$ cat config.mk
export PLATFORM = sky130hd
export DESIGN_NAME = osr_host
export DESIGN_NICKNAME = d
export VERILOG_FILES = /design/src/logic/osr_pkg.sv /design/src/logic/osr_host.sv
export SDC_FILE = /design/constraint.sdc
export NUM_CORES = 1
export LEC_CHECK = 0
export ABC_AREA = 1
export BUFFER_PORTS_ARGS = -buffer_cell sky130_fd_sc_hd__buf_2
export CAP_MARGIN = 15
export CORE_MARGIN = 5
export CORE_UTILIZATION = 60
export CTS_BUF_LIST = sky130_fd_sc_hd__clkbuf_8
export CTS_CLUSTER_DIAMETER = 50
export DETAILED_ROUTE_END_ITERATION = 10
export PLACE_DENSITY = 0.79
export RECOVER_POWER = 100
export SYNTH_ARGS = -nofsm -noshare
export SYNTH_HDL_FRONTEND = slang
export SYNTH_SLANG_ARGS = --single-unit
$ cat constraint.sdc
create_clock -name mclk -period 6.55 [get_ports mclk]
set_input_delay 1.31 -clock mclk [delete_from_list [all_inputs] [get_ports mclk]]
set_output_delay 1.31 -clock mclk [all_outputs]
set_load 0.02 [all_outputs]
$ cat src/logic/osr_pkg.sv
// Package: constants, types and command set of the overlay host controller
package osr_pkg;
   localparam int ADDR_W = 26;
   localparam int DATA_W = 16;
   // Status word bit positions
   localparam int SB_READY   = 7;
   localparam int SB_ERS_SUS = 6;
   localparam int SB_ERS_ERR = 5;
   localparam int SB_PGM_ERR = 4;
   localparam int SB_BUF_ABT = 3;
   localparam int SB_PGM_SUS = 2;
   localparam int SB_LOCKED  = 1;
   // Defined status bits; 15:8 and 0 are masked away
   localparam logic [15:0] STATUS_MASK = 16'h00fe;
   // Host register offsets (word index on the plain port)
   localparam logic [3:0] REG_CMD    = 4'h0;
   localparam logic [3:0] REG_ADDR   = 4'h1;
   localparam logic [3:0] REG_WDATA  = 4'h2;
   localparam logic [3:0] REG_RDATA  = 4'h3;
   localparam logic [3:0] REG_STATE  = 4'h4;
   localparam logic [3:0] REG_STATUS = 4'h5;
   // Bus timing: flash access figures in ns and cycles at 4 ns
   localparam int CLK_NS   = 4;
   localparam int T_ACC_NS = 100;
   localparam int T_WP_NS  = 35;
   localparam int T_WPH_NS = 20;
   localparam logic [7:0] ACC_CYC =
      8'((T_ACC_NS + CLK_NS - 1) / CLK_NS + 1);
   localparam logic [7:0] WP_CYC  = 8'((T_WP_NS + CLK_NS - 1) / CLK_NS);
   localparam logic [7:0] WPH_CYC = 8'((T_WPH_NS + CLK_NS - 1) / CLK_NS);
   // Bus cycle encodings
   localparam logic [15:0] UNLOCK_A1 = 16'h0555;
   localparam logic [15:0] UNLOCK_D1 = 16'h00aa;
   localparam logic [15:0] UNLOCK_A2 = 16'h02aa;
   localparam logic [15:0] UNLOCK_D2 = 16'h0055;
   // Host-level orders written to REG_CMD; command codes are parameters
   typedef enum logic [3:0] {
      OP_ENTER     = 4'h1,
      OP_EXIT      = 4'h2,
      OP_SW_RESET  = 4'h3,
      OP_PROGRAM   = 4'h4,
      OP_READ      = 4'h5,
      OP_STAT_READ = 4'h6,
      OP_STAT_CLR  = 4'h7,
      OP_ERASE_ALL = 4'h8,
      OP_UNLOCK    = 4'h9,
      OP_CLEAR_BIT = 4'ha
   } osr_op_t;
   // Overlay map the device is believed to show
   typedef enum logic [2:0] {
      MAP_ARRAY = 3'h0,
      MAP_LOCK  = 3'h1,
      MAP_PASS  = 3'h2,
      MAP_PPB   = 3'h3,
      MAP_PLOCK = 3'h4,
      MAP_DYN   = 3'h5,
      MAP_ECC   = 3'h6,
      MAP_CFI   = 3'h7
   } osr_map_t;
   // Bus engine states, Gray in listed order; SETUP to RLOW flips all three bits
   typedef enum logic [2:0] {
      ST_IDLE  = 3'b000,
      ST_SETUP = 3'b001,
      ST_WLOW  = 3'b011,
      ST_WHIGH = 3'b010,
      ST_RLOW  = 3'b110,
      ST_RHOLD = 3'b111
   } osr_state_t;
   // One flash bus cycle
   typedef struct packed {
      logic              rd;
      logic [ADDR_W-1:0] addr;
      logic [DATA_W-1:0] data;
   } osr_cycle_t;
   // Flash pin bundle
   typedef struct packed {
      logic              ce_b;
      logic              oe_b;
      logic              we_b;
      logic [ADDR_W-1:0] addr;
   } osr_pins_t;
endpackage : osr_pkg

$ cat src/logic/osr_host.sv
// Host controller driving the flash overlay and status register commands
// Operation
// - Enter protection overlays only from array read
// - Program lock register; exit by either command
// - Software reset leaves overlays, clears timeout
// - Mask reserved status bits 15:8 and 0
// - Result bits meaningful only when ready
`timescale 1ns/1ns
`default_nettype none
module osr_host
   import osr_pkg::*;
#(
   parameter logic [15:0] CMD_SR_READ   = 16'h0070,
   parameter logic [15:0] CMD_SR_CLEAR  = 16'h0071,
   parameter logic [15:0] CMD_RESET     = 16'h00f0,
   parameter logic [15:0] CMD_EXIT1     = 16'h0090,
   parameter logic [15:0] CMD_EXIT2     = 16'h0000,
   parameter logic [15:0] CMD_PROGRAM   = 16'h00a0,
   parameter logic [15:0] CMD_ERASE_ALL = 16'h0080,
   parameter logic [15:0] CMD_ERASE_GO  = 16'h0030,
   parameter logic [15:0] CMD_UNLOCK    = 16'h0029,
   parameter logic [15:0] CMD_CLEAR_BIT = 16'h0000
)(
   // Clock and reset
   input  wire logic              mclk,
   input  wire logic              rst_b,
   // Software register port
   input  wire logic [3:0]        reg_addr,
   input  wire logic [31:0]       reg_wdata,
   input  wire logic              reg_wr,
   input  wire logic              reg_rd,
   output logic      [31:0]       reg_rdata,
   // Flash pins
   output logic                   ce_b,
   output logic                   oe_b,
   output logic                   we_b,
   output logic      [ADDR_W-1:0] flash_addr,
   input  wire logic [DATA_W-1:0] dq_in,
   output logic      [DATA_W-1:0] dq_out,
   output logic                   dq_oe,
   input  wire logic              ready_busy_pin
);
   osr_state_t        state_q;
   osr_map_t          map_q;
   osr_map_t          prev_map_q;
   osr_cycle_t        seq_q [0:5];
   logic [2:0]        seq_len_q;
   logic [2:0]        seq_idx_q;
   logic [7:0]        tmr_q;
   logic [ADDR_W-1:0] arg_addr_q;
   logic [DATA_W-1:0] arg_data_q;
   logic [2:0]        arg_map_q;
   logic [DATA_W-1:0] rdata_q;
   logic [DATA_W-1:0] status_q;
   logic              in_status_q;
   logic              refused_q;
   logic [2:0]        rb_sync_q;
   logic              rb_ready_q;
   logic              busy;
   logic              cmd_go;
   logic              reset_ok;

   // Ready pin is asynchronous: three stages, agree on last two
   always_ff @(posedge mclk)
   begin
      if (!rst_b)
         rb_sync_q <= 3'h7;
      else
         rb_sync_q <= {rb_sync_q[1:0], ready_busy_pin};
   end

   always_ff @(posedge mclk)
   begin
      if (!rst_b)
         rb_ready_q <= 1'b1;
      else if (rb_sync_q[2] == rb_sync_q[1])
         rb_ready_q <= rb_sync_q[2];
   end

   assign busy   = (state_q != ST_IDLE);
   assign cmd_go = reg_wr && (reg_addr == REG_CMD) && !busy;
   // Reset is pointless while an algorithm runs, so refuse it
   assign reset_ok = rb_ready_q;

   // Argument registers
   always_ff @(posedge mclk)
   begin
      if (!rst_b)
      begin
         arg_addr_q <= '0;
         arg_data_q <= '0;
         arg_map_q  <= 3'h0;
      end
      else if (reg_wr && reg_addr == REG_ADDR)
         arg_addr_q <= reg_wdata[ADDR_W-1:0];
      else if (reg_wr && reg_addr == REG_WDATA)
      begin
         arg_data_q <= reg_wdata[DATA_W-1:0];
         arg_map_q  <= reg_wdata[18:16];
      end
   end

   // Build the bus cycle list for an order
   always_ff @(posedge mclk)
   begin
      if (!rst_b)
      begin
         seq_len_q <= 3'h0;
         refused_q <= 1'b0;
         for (int i = 0; i < 6; i++)
            seq_q[i] <= '0;
      end
      else if (cmd_go)
      begin
         refused_q <= 1'b0;
         seq_q[0]  <= '{1'b0, ADDR_W'(UNLOCK_A1), UNLOCK_D1};
         seq_q[1]  <= '{1'b0, ADDR_W'(UNLOCK_A2), UNLOCK_D2};
         case (osr_op_t'(reg_wdata[3:0]))
            OP_ENTER:
            begin
               // Entry needs no sector address
               seq_q[2]  <= '{1'b0, ADDR_W'(UNLOCK_A1), {8'h00,
                              5'h00, arg_map_q}};
               seq_len_q <= 3'h3;
               refused_q <= (map_q != MAP_ARRAY);
            end
            OP_EXIT:
            begin
               // Two-cycle common exit works for every overlay
               seq_q[0]  <= '{1'b0, '0, CMD_EXIT1};
               seq_q[1]  <= '{1'b0, '0, CMD_EXIT2};
               seq_len_q <= 3'h2;
            end
            OP_SW_RESET:
            begin
               seq_q[0]  <= '{1'b0, '0, CMD_RESET};
               seq_len_q <= 3'h1;
               refused_q <= !reset_ok;
            end
            OP_PROGRAM, OP_CLEAR_BIT:
            begin
               // Modified word program in an overlay
               seq_q[0]  <= '{1'b0, '0, (reg_wdata[3:0] == OP_PROGRAM) ?
                              CMD_PROGRAM : CMD_CLEAR_BIT};
               seq_q[1]  <= '{1'b0, arg_addr_q, arg_data_q};
               seq_len_q <= 3'h2;
            end
            OP_ERASE_ALL:
            begin
               seq_q[0]  <= '{1'b0, '0, CMD_ERASE_ALL};
               seq_q[1]  <= '{1'b0, '0, CMD_ERASE_GO};
               seq_len_q <= 3'h2;
               refused_q <= (map_q != MAP_PPB);
            end
            OP_UNLOCK:
            begin
               // Unlock command then password word 0
               seq_q[0]  <= '{1'b0, '0, CMD_UNLOCK};
               seq_q[1]  <= '{1'b0, ADDR_W'(0), arg_data_q};
               seq_len_q <= 3'h2;
               refused_q <= (map_q != MAP_PASS);
            end
            OP_READ:
            begin
               // Word 0 lock reg, 0..3 password, sector bit 0
               seq_q[0]  <= '{1'b1, arg_addr_q, '0};
               seq_len_q <= 3'h1;
            end
            OP_STAT_READ:
            begin
               // Command write then one read ends overlay
               seq_q[0]  <= '{1'b0, ADDR_W'(UNLOCK_A1), CMD_SR_READ};
               seq_q[1]  <= '{1'b1, '0, '0};
               seq_len_q <= 3'h2;
            end
            OP_STAT_CLR:
            begin
               seq_q[0]  <= '{1'b0, ADDR_W'(UNLOCK_A1), CMD_SR_CLEAR};
               seq_len_q <= 3'h1;
            end
            default:
            begin
               seq_len_q <= 3'h0;
               refused_q <= 1'b1;
            end
         endcase
      end
   end

   // Bus cycle engine with strobe timing
   always_ff @(posedge mclk)
   begin
      if (!rst_b)
      begin
         state_q   <= ST_IDLE;
         seq_idx_q <= 3'h0;
         tmr_q     <= 8'h00;
      end
      else
         case (state_q)
            ST_IDLE:
               if (cmd_go)
                  state_q <= ST_SETUP;
            ST_SETUP:
            begin
               tmr_q <= 8'h00;
               if (refused_q || seq_idx_q == seq_len_q)
               begin
                  state_q   <= ST_IDLE;
                  seq_idx_q <= 3'h0;
               end
               else
                  state_q <= seq_q[seq_idx_q].rd ? ST_RLOW : ST_WLOW;
            end
            ST_WLOW:
               if (tmr_q == WP_CYC)
               begin
                  state_q <= ST_WHIGH;
                  tmr_q   <= 8'h00;
               end
               else
                  tmr_q <= tmr_q + 8'h01;
            ST_WHIGH, ST_RHOLD:
               if (tmr_q == WPH_CYC)
               begin
                  state_q   <= ST_SETUP;
                  seq_idx_q <= seq_idx_q + 3'h1;
               end
               else
                  tmr_q <= tmr_q + 8'h01;
            ST_RLOW:
               if (tmr_q == ACC_CYC)
               begin
                  state_q <= ST_RHOLD;
                  tmr_q   <= 8'h00;
               end
               else
                  tmr_q <= tmr_q + 8'h01;
            default:
               state_q <= ST_IDLE;
         endcase
   end

   // Pins straight from flops; data driven only in write cycles
   always_ff @(posedge mclk)
   begin
      if (!rst_b)
      begin
         ce_b       <= 1'b1;
         oe_b       <= 1'b1;
         we_b       <= 1'b1;
         dq_oe      <= 1'b0;
         dq_out     <= '0;
         flash_addr <= '0;
      end
      else
      begin
         ce_b  <= !(state_q == ST_WLOW || state_q == ST_RLOW);
         oe_b  <= (state_q != ST_RLOW);
         we_b  <= (state_q != ST_WLOW);
         dq_oe <= (state_q == ST_WLOW || state_q == ST_WHIGH);
         if (state_q == ST_SETUP && seq_idx_q != seq_len_q)
         begin
            flash_addr <= seq_q[seq_idx_q].addr;
            dq_out     <= seq_q[seq_idx_q].data;
         end
      end
   end

   // Read capture at end of access; status word masked
   always_ff @(posedge mclk)
   begin
      if (!rst_b)
      begin
         rdata_q  <= '0;
         status_q <= 16'h0080; // Ready, nothing pending
      end
      else if (state_q == ST_RLOW && tmr_q == ACC_CYC)
      begin
         if (in_status_q)
         begin
            if (dq_in[SB_READY])
               status_q <= dq_in & STATUS_MASK;
            else
               status_q <= 16'h0000;
         end
         else
            rdata_q <= dq_in;
      end
   end

   // Tracked overlay map; status overlay restores prior map
   always_ff @(posedge mclk)
   begin
      if (!rst_b)
      begin
         map_q       <= MAP_ARRAY;
         prev_map_q  <= MAP_ARRAY;
         in_status_q <= 1'b0;
      end
      else if (cmd_go)
      begin
         case (osr_op_t'(reg_wdata[3:0]))
            OP_ENTER:
               if (map_q == MAP_ARRAY)
                  map_q <= osr_map_t'(arg_map_q);
            OP_EXIT:
               map_q <= MAP_ARRAY;
            OP_SW_RESET:
               if (reset_ok)
                  map_q <= MAP_ARRAY;
            OP_STAT_READ:
            begin
               prev_map_q  <= map_q;
               in_status_q <= 1'b1;
            end
            default:
               map_q <= map_q;
         endcase
      end
      else if (in_status_q && state_q == ST_RHOLD && tmr_q == WPH_CYC)
      begin
         in_status_q <= 1'b0;
         map_q       <= prev_map_q;
      end
   end

   // Register read port, data one cycle after strobe
   always_ff @(posedge mclk)
   begin
      if (!rst_b)
         reg_rdata <= '0;
      else if (reg_rd)
         case (reg_addr)
            REG_ADDR:   reg_rdata <= 32'(arg_addr_q);
            REG_WDATA:  reg_rdata <= {13'h0000, arg_map_q, arg_data_q};
            REG_RDATA:  reg_rdata <= {16'h0000, rdata_q};
            REG_STATE:  reg_rdata <= {25'h0000000, refused_q, rb_ready_q,
                                      busy, 1'b0, map_q};
            REG_STATUS: reg_rdata <= {16'h0000, status_q};
            default:    reg_rdata <= 32'h00000000;
         endcase
      else
         reg_rdata <= 32'h00000000;
   end
endmodule // osr_host
`default_nettype wire

==> summary.txt, run 1 <==
Status - complete, but fails checks
Failing checks - max-capacitance violations, max-slew violations
Area leader, netlist - dfxtp_1
Crit Reg-Reg Startpoint - state_q[1]$_SDFFE_PN0P_
Crit Path Max Fanout - 51
CP top delay family - simple AND/OR/NAND/NOR gates
HP Class - reg -> reg
Fmax - 216 MHz
Setup crit start kind - input pin
Synth Warn # - 0
Final hold vios - 0
Congestion Overflow GR - 0
I/O pin total - 135
Skew final - 0.0165 ns
Post-DP HPWL - 18.1 mm
Count of state elements after synthesis - 252
Via count - 9030
CP Capture Type - flip-flop
Post-synthesis sequential area ratio - 55.2%
Cts repair resizes - 0
Post-synth top area share - 32.5%
Slew headroom - -64.1%
Crit-path cells - clkbuf_1 -> nand2_1 -> nor2_1 -> inv_2 -> nor2_2 -> nand2_2 -> nor2_1
CP max-delay cell - clkbuf_1
Most frequent cells in the layout - 204 x nand2_1, 184 x nor2_1, 172 x dfxtp_1
Final number of max-transition violations - 182
Maximum number of pins on one net before global-route repair - 56
Num CTS Buffers - 41
Tmin final - 4.63 ns
Max-cap viol count - 4
DIE HEIGHT - 143 µm
Leakage - 0.00448 µW
Worst R2R Setup Slack - 3.40 ns
Hold path startpoint - rb_sync_q[0]$_SDFF_PN1_
CTS tree - built
Hold Path Sink - rb_sync_q[1]$_SDFF_PN1_
Row count - 48
Mapped Cells - 1265
Buf+Inv Stages, Crit Path - 2
Most common cell after layout, fill and taps aside - nand2_1
Initial antenna violation count - 0
DRT antenna net count - 0
Pre-antenna DRT Iters - 7
R2R depth - 6
Post-Route WL - 26.3 mm
Final Setup Violations - 0
DRC Markers - 0
CP arrival - 4.99 ns
Crit path kind - in -> reg
Via density per instance - 5.54
Area Growth Syn to Fin - 12.0%
Sum Neg Setup Slack - 0 ns
GRT Resource Usage Total - 25.7%
Area contributors post-synth - dfxtp_1 33%, edfxtp_1 23%, nand2_1 7.2%, a21oi_1 6.5%, nor2_1 6.1%
Placed Instance Area - 11200 µm²
Initial Utilization - 61.2%
Max clock buf depth - 3
Synth cell types - 37
Unrepaired setup endpoints after global routing - false
Tcrit/Tclk final - 70.6%
Clock latency on the worst-skew pair - 0.54 ns
Layout cells sized above 1 - 10.5%
Die area - 20400 µm²
Worst Tran Pin Value - 2.46 ns
Cts hold-fix bufs - 0
ANT cells - 0
Crit-path most repeated cell - nor2_1
Initial DRC count - 859
Clk slew on worst S/H paths - 0.06 ns
Post-CTS Setup Repair Bufs - 0
Nets - 1434
Maximum resistive drop on vdd - 0.186 mV
Design Area, Final - 11900 µm²
Syn Area/Cell - 8.37 µm²
Pwr Density - 266 nW/µm²
RePlAce Congestion - 0.955
Hold depth - 1
Vias in the first global route - 8384
Worst R2R End - seq_q[1][28]$_SDFFCE_PP0P_
Synth Cell Area - 10600 µm²
Wire length per cell - 16.1 µm
H-tree depth - 2
Placeable core area - 17300 µm²
Port-buffer cells - 122
First-pass GRT wire length - 42.0 mm
Worst EP required - 6.92 ns
Critical Path Max Stage Delay - 1.48 ns
Clock sink count - 252
CTS root buf - clkbuf_8
Die width - 143 µm
## per-layer routing
| layer | vias to the layer above | GRT usage, % | share of wire, % |
|---|---|---|---|
| li1 | 4431 | - | - |
| met1 | 4140 | 36.6 | 43 |
| met2 | 416 | 39.0 | 44 |
| met3 | 43 | 6.16 | 11 |
| met4 | 0 | 7.90 | 2.1 |
| met5 | - | 0 | 0 |
## Yosys cell counts
| cell | number |
|---|---|
| nor2_4 | 3 |
| conb_1 | 1 |
| buf_1 | 2 |
| nand3_2 | 1 |
| ha_1 | 4 |
| o21ai_1 | 1 |
| inv_2 | 9 |
| nor2_2 | 25 |
| inv_1 | 109 |
| xor2_1 | 1 |
| nor3b_1 | 1 |
| nand3_1 | 56 |
| dfxtp_1 | 172 |
| a211oi_1 | 8 |
| nand3b_1 | 3 |
| nor2_1 | 173 |
| nand2_1 | 202 |
| nor3_2 | 9 |
| edfxtp_1 | 80 |
| nand3_4 | 1 |
| nor2_8 | 1 |
| or2_2 | 3 |
| buf_2 | 11 |
| o31ai_1 | 3 |
| buf_6 | 4 |
| clkinv_1 | 3 |
| nor3_1 | 13 |
| o211ai_1 | 8 |
| o221ai_1 | 8 |
| o22ai_1 | 13 |
| buf_4 | 9 |
| nand2_2 | 5 |
| clkbuf_1 | 45 |
| nor3_4 | 1 |
| nand4_1 | 14 |
| a21oi_1 | 138 |
| o21ai_0 | 125 |
## worst register-to-register path: cells and delay by family, from the launching register on
family,cells,cell delay (ns)
simple gates,3,0.30
buf+inv,3,2.01
flops,1,0.36
## metrics by stage
stage	power [µW]	hold WS, ns	std cells	worst slack (ns)	utilization, %
global route	3270	0.431	1630	1.62	68.6
CTS	3170	0.413	1630	3.33	69.7
global placement	1830	0.395	1555	2.83	64.9
detailed placement	1830	0.401	1555	2.75	64.9
floorplan	1780	0.393	1270	3.19	-
finish	3160	0.411	1630	1.92	68.6
## registers in the layout, summed over array words and instances (netlist names), 7 cells and up, named ones only
name        count
flash_addr     26
arg_data_q     16
tmr_q           8
rdata_q        16
seq_q          81
arg_addr_q     26
status_q        7
reg_rdata      26
dq_out         16
## area by class of cell
cell class | count | area (µm²)
multi-input cells | 826 | 3870
fillers | 1458 | 5440
inverters | 121 | 454
flip-flops and latches | 252 | 5850
clock buffers | 47 | 647
clock inverters | 28 | 181
repair buffers | 131 | 576
well taps | 225 | 282
## cell families after synthesis
group,after synthesis,share of synthesized area [%]
AO/OA/AOI/OAI,304,15.3
XOR/XNOR,1,0.0827
adder cells (fa/ha/maj),4,0.473
buffers and inverters,192,7.54
flip-flops,252,55.2
other,1,0.0354
AND/OR/NAND/NOR,511,21.4
## where the power goes
| part | switching [µW] | internal, µW |
|---|---|---|
| logic | 108 | 38.1 |
| registers | 11.2 | 1640 |
| clock network | 619 | 741 |
| total | 738 | 2420 |
## worst max-delay path by stage
stage,startpoint,endpoint,slack (ns),cells after the start
finish,rst_b,seq_q[1][35]$_SDFFCE_PP0P_,1.92,7
floorplan,rst_b,seq_q[1][0]$_SDFFCE_PP0P_,3.19,4
CTS,reg_addr[3],arg_data_q[10]$_SDFFE_PN0P_,3.33,7
global route,rst_b,seq_q[1][34]$_SDFFCE_PP0P_,1.62,7
global placement,rst_b,seq_q[0][24]$_SDFFCE_PP0P_,2.83,5
detailed placement,reg_addr[3],arg_data_q[10]$_SDFFE_PN0P_,2.75,7
Power figures use the tool's default switching activity.
==> run 2, diff against run 1 <==
ABC_AREA = 0   (was 1)
CORE_UTILIZATION = 54   (was 60)
PLACE_DENSITY = 0.75   (was 0.79)
clock period = 4.15 ns   (was 6.55 ns; I/O delays follow)
==> summary.txt, run 2 <==
Final hold vios - 0 (unchanged)
Num CTS Buffers - 41 (unchanged)
H-tree depth - 2 (unchanged)
Congestion Overflow GR - 0 (unchanged)
Tcrit/Tclk final - 76.0%
Vias in the first global route - 7823 (-6.7%)
Wire length per cell - 17.6 µm (+9.3%)
Worst Tran Pin Value - 1.70 ns (-0.765 ns)
Layout cells sized above 1 - 14.1% (+3.7 points)
Synth Flop Type - dfxtp_1
Count of state elements after synthesis - 252 (unchanged)
Die width - 150 µm (+4.9%)
Count leader, synth - nand2_1
Post-synth top area share - 32.6% (+0.093 points)
Mapped Cells - 1091 (-14%)
Async set-reset flop share out of synthesis - 0% (unchanged)
Via count - 8370 (-7.3%)
Most common cell after layout, fill and taps aside - nand2_1
Clk slew on worst S/H paths - 0.06 ns (about the same)
Status - complete, but fails checks
P_sw - 1250 µW (+69%)
Sw frac - 23.7% (+0.39 points)
Maximum number of pins on one net before global-route repair - 78 (+39%)
Nets - 1253 (-13%)
Tmin final - 3.16 ns
Syn Area/Cell - 9.68 µm² (+16%)
ANT cells - 0 (unchanged)
Max-cap viol count - 3 (-1)
Area Growth Syn to Fin - 14.4%
Final core utilization - 62.5% (-6.1 points)
RePlAce Congestion - 0.873 (-8.6%)
Placeable core area - 19300 µm² (+12%)
Fmax - 317 MHz
Maximum resistive drop on vdd - 0.293 mV (+58%)
Skew final - 0.0371 ns (+0.0206 ns)
Post-Route WL - 26.3 mm (-0.13%)
Most instantiated cells after synthesis - 182 x nand2_1, 172 x dfxtp_1, 124 x a21oi_1
HP Class - reg -> reg
Cts hold-fix bufs - 0 (unchanged)
Port-buffer cells - 122 (unchanged)
Sum Neg Setup Slack - 0 ns (unchanged)
CP Capture Type - flip-flop
Initial antenna violation count - 0 (unchanged)
Post-synthesis sequential area ratio - 55.4% (+0.16 points)
Final Setup Violations - 0 (unchanged)
Seq pwr share - 50.3% (-2.0 points)
Combinational Power Share - 6.2% (+1.6 points)
Area contributors post-synth - dfxtp_1 33%, edfxtp_1 23%, nand2_1 6.5%, a21oi_1 5.9%, and2_1 4.1%
Row count - 51 (+6.3%)
Post-CTS Setup Repair Bufs - 0 (unchanged)
Crit path kind - reg -> reg
Synth cell types - 62 (+68%)
Slew headroom - -13.1% (+51 points)
Pwr Density - 436 nW/µm² (+64%)
CTS tree - built
Initial Utilization - 54.6% (-6.6 points)
Failing checks - max-capacitance violations, max-slew violations
Area leader, netlist - dfxtp_1
Final number of max-transition violations - 159 (-13%)
Post-DP HPWL - 18.0 mm (-0.57%)
Clock sink count - 252 (unchanged)
Unrepaired setup endpoints after global routing - false
DRC Markers - 0 (unchanged)
Worst EP required - 4.55 ns (-2.37 ns)
Top reg by flops - seq_q
CP arrival - 3.56 ns (-1.43 ns)
Most frequent cells in the layout - 182 x nand2_1, 172 x dfxtp_1, 124 x a21oi_1
Setup crit start kind - flip-flop
Via density per instance - 5.62 (+1.5%)
I/O pin total - 135 (unchanged)
Post-synth EDFFs - 80 (unchanged)
First-pass GRT wire length - 42.2 mm (+0.44%)
Synth Cell Area - 10600 µm² (-0.28%)
Leakage - 0.00421 µW (-6.2%)
Largest register FFs - 81 (unchanged)
Clock latency on the worst-skew pair - 0.55 ns (about the same)
Cell internal pwr - 4010 µW (+66%)
Max clock buf depth - 3 (unchanged)
Die area - 22400 µm² (+10%)
DRT antenna net count - 0 (unchanged)
GRT Resource Usage Total - 23.3% (-2.3 points)
Pre-antenna DRT Iters - 6 (-1)
Initial DRC count - 925 (+7.7%)
Crit Path Max Fanout - 40 (-22%)
Synth Warn # - 0 (unchanged)
Cts repair resizes - 0 (unchanged)
Clock Power Share - 43.5% (+0.4 points)
CTS root buf - clkbuf_8
DIE HEIGHT - 150 µm (+4.9%)
## run 2: cell count changes after synthesis, sizes merged, moves of 12 or more
cell | previous run | this run
o22ai | 13 | 1
a222oi | 0 | 16
inv | 118 | 9
mux2i | 0 | 32
and2 | 0 | 71
mux2 | 0 | 26
clkbuf | 45 | 65
nand2 | 207 | 183
nor2 | 202 | 63
nand2b | 0 | 14
o21ai | 126 | 30
a21oi | 138 | 124
## run 2: final cells by class
class | count | area (µm²)
fill | 1614 | 7260
sequential | 252 | 5850
multi-input combinational | 748 | 4340
clock buffer | 58 | 798
timing repair buffer | 140 | 616
tap | 265 | 332
clock inverter | 17 | 111
inverter | 9 | 35.0
## run 2: layer usage
| layer | vias up | global-route usage, % | routed length [µm] |
|---|---|---|---|
| li1 | 4052 | - | - |
| met5 | - | 0 | 0 |
| met2 | 314 | 34.0 | 11500 |
| met4 | 0 | 5.08 | 348 |
| met3 | 32 | 4.97 | 2170 |
| met1 | 3972 | 35.8 | 12300 |
## run 2: cells by family after synthesis
group / count (synthesis) / share of synthesized area (%)
muxes: 58 / 5.81
buffers and inverters: 96 / 3.80
and+or+nand+nor: 443 / 20.3
other: 1 / 0.0355
xor gates and xnor gates: 5 / 0.415
DFF: 252 / 55.4
adders and majority gates: 4 / 0.474
AOI/OAI and AO/OA: 232 / 13.8
## run 2: final timing paths
check	from	slack, ns	cells after the start	end
min	rb_sync_q[1]$_SDFF_PN1_	0.44	1	rb_sync_q[2]$_SDFF_PN1_
min reg2reg	rb_sync_q[1]$_SDFF_PN1_	0.44	1	rb_sync_q[2]$_SDFF_PN1_
max	state_q[2]$_SDFFE_PN0P_	0.99	5	flash_addr[2]$_SDFFE_PN0P_
max reg2reg	state_q[2]$_SDFFE_PN0P_	0.99	5	flash_addr[2]$_SDFFE_PN0P_
## run 2: metrics by stage
stage	area (µm²)	hold WS, ns	cells	total power, µW	setup slack, ns
after floorplan	10600	0.386	1096	2920	1.19
after global placement	11300	0.422	1414	3010	1.08
after detailed placement	11300	0.421	1414	3020	1.01
after CTS	12200	0.439	1489	5290	1.45
after global routing	12100	0.454	1489	5460	0.653
final	12100	0.435	1489	5260	0.994
## run 2: power groups by stage
stage / registers, µW / logic (µW) / clock network [µW]
finish: 2640 / 327 / 2290
CTS: 2640 / 327 / 2320
global route: 2650 / 359 / 2450
detailed placement: 2690 / 326 / 0
floorplan: 2670 / 244 / 0
global placement: 2690 / 320 / 0
## run 2: worst max-delay path, cell delays in order (launching register included)
cell and delay, ns:
dfxtp_1 0.41, nand2b_1 0.29, nor3_1 0.26, clkbuf_1 1.25, nand2_1 0.42, o221a_2 0.38
==> run 3, diff against run 2 <==
ABC_AREA = 1   (was 0)
clock period = 2.54 ns   (was 4.15 ns; I/O delays follow)
==> summary.txt, run 3 (synthesized netlist as in run 1, its figures left out) <==
Clk slew on worst S/H paths - 0.06 ns (about the same)
CTS root buf - clkbuf_8
Cts hold-fix bufs - 0 (unchanged)
I/O pin total - 135 (unchanged)
Crit-path cells - inv_1 -> nand2_1 -> nor2_1 -> nand2_1 -> inv_1 -> buf_12 -> o211ai_1 -> a21oi_1
Gr busiest metal - met2
Setup ws final - 0.347 ns (-0.647 ns)
M3 GR Usage - 3.88% (-1.1 points)
Vias in the first global route - 8279 (+5.8%)
Slew headroom - 6.22% (+19 points)
GR Util met1 - 35.4% (-0.44 points)
CP top delay family - buffers and inverters
DRC Markers - 0 (unchanged)
Die area - 22500 µm² (+0.27%)
Buf+Inv Stages, Crit Path - 3 (+2)
Unrepaired setup endpoints after global routing - false
Initial antenna violation count - 0 (unchanged)
Max-cap viol count - 0 (-3)
Maximum number of pins on one net before global-route repair - 51 (-35%)
Initial DRC count - 715 (-23%)
Area Growth Syn to Fin - 13.4%
Worst EP required - 2.99 ns (-1.56 ns)
H-tree depth - 2 (unchanged)
Pre-antenna DRT Iters - 5 (-1)
Most common cell after layout, fill and taps aside - nand2_1
Final number of max-transition violations - 0 (-100%)
HP Class - in -> reg
Post-CTS Setup Repair Bufs - 0 (unchanged)
Critical Path Max Stage Delay - 0.42 ns (-0.83 ns)
Setup crit start kind - flip-flop
First-pass GRT wire length - 42.5 mm (+0.64%)
Post-DP HPWL - 18.6 mm (+3.7%)
Via count - 8901 (+6.3%)
Top reg by flops - seq_q
Fmax - 456 MHz (+44%)
Final Setup Violations - 0 (unchanged)
GRT Resource Usage Total - 23.6% (+0.30 points)
Placeable core area - 19400 µm² (+0.33%)
Tcrit/Tclk final - 86.3% (+10 points)
DIE HEIGHT - 150 µm (+0.13%)
Skew final - 0.0402 ns (+0.00312 ns)
Cts repair resizes - 0 (unchanged)
CP max-delay cell - inv_1
Max clock buf depth - 3 (unchanged)
CP Capture Type - flip-flop
Worst R2R Setup Slack - 0.35 ns (-0.65 ns)
Clock sink count - 252 (unchanged)
Port-buffer cells - 122 (unchanged)
Worst Tran Pin Value - 1.41 ns (-0.290 ns)
Clock latency on the worst-skew pair - 0.55 ns (about the same)
Layout cells sized above 1 - 10.1% (-4.0 points)
Nets - 1447 (+15%)
RePlAce Congestion - 0.907 (+3.9%)
Largest register FFs - 81 (unchanged)
Crit Path Max Fanout - 31 (-23%)
Maximum resistive drop on vdd - 0.420 mV (+43%)
Congestion Overflow GR - 0 (unchanged)
Row count - 51 (unchanged)
Die width - 150 µm (+0.13%)
CTS tree - built
Final hold vios - 0 (unchanged)
Crit path kind - reg -> reg
Wire length per cell - 15.8 µm (-10%)
Status - completed
Most frequent cells in the layout - 204 x nand2_1, 193 x nor2_1, 172 x dfxtp_1
Post-Route WL - 26.6 mm (+1.4%)
DRT antenna net count - 0 (unchanged)
Num CTS Buffers - 42 (+2.4%)
Initial Utilization - 54.6% (about the same)
Place WS - 0.242 ns (-0.769 ns)
Tmin final - 2.19 ns (-0.963 ns)
Pwr Density - 663 nW/µm² (+52%)
Leakage - 0.00459 µW (+9.1%)
Grt met2 use - 35.4% (+1.4 points)
Via density per instance - 5.28 (-6.0%)
Sum Neg Setup Slack - 0 ns (unchanged)
CP arrival - 2.64 ns (-0.92 ns)
[run 3: cell count changes in the layout (fill, tap and decap cells not counted), moves of 26 or more]
cell     previous run  this run
inv_1              18       135
nor2_1             63       193
mux2i_1            32         0
o21ai_0            30       125
and2_0             38         0
mux2_2             26         0
and2_1             33         0
[run 3: power by group]
group          leakage [µW]  switching [µW]  total (µW)  internal, µW
sequential          0.00222            28.7        4260          4230
clock              0.000487            1580        3320          1740
combinational       0.00189             274         379           105
[run 3: path summary, 6_finish.rpt]
kind,start,to,cells past startpoint
max reg2reg,state_q[2]$_SDFFE_PN0P_,flash_addr[14]$_SDFFE_PN0P_,8
max,state_q[2]$_SDFFE_PN0P_,flash_addr[14]$_SDFFE_PN0P_,8
min reg2reg,rb_sync_q[0]$_SDFF_PN1_,rb_sync_q[1]$_SDFF_PN1_,1
min,ready_busy_pin,rb_sync_q[0]$_SDFF_PN1_,2
[run 3: layer usage]
layer  vias up  share of wire [%]
met1      4078                 48
li1       4453                  -
met4         0                1.7
met3        42                7.0
met5         -                  0
met2       328                 43
[run 3: cell type report]
class,count,area [µm²]
timing repair buffer,143,707
inverter,121,454
tap,265,332
clock buffer,48,661
multi-input combinational,826,3870
antenna,1,2.50
sequential,252,5850
fill,1774,7390
clock inverter,29,138
[run 3: metrics by stage]
stage / utilization, % / cells / cell area [µm²] / total power [µW] / hold WS, ns
after global routing: 61.9 / 1684 / 12000 / 8250 / 0.143
after CTS: 63.0 / 1684 / 12200 / 8020 / 0.114
after floorplan: - / 1270 / 10600 / 4590 / 0.393
after detailed placement: 58.9 / 1607 / 11400 / 4730 / 0.407
after global placement: 58.9 / 1607 / 11400 / 4720 / 0.398
final: 61.9 / 1685 / 12000 / 7950 / 0.144
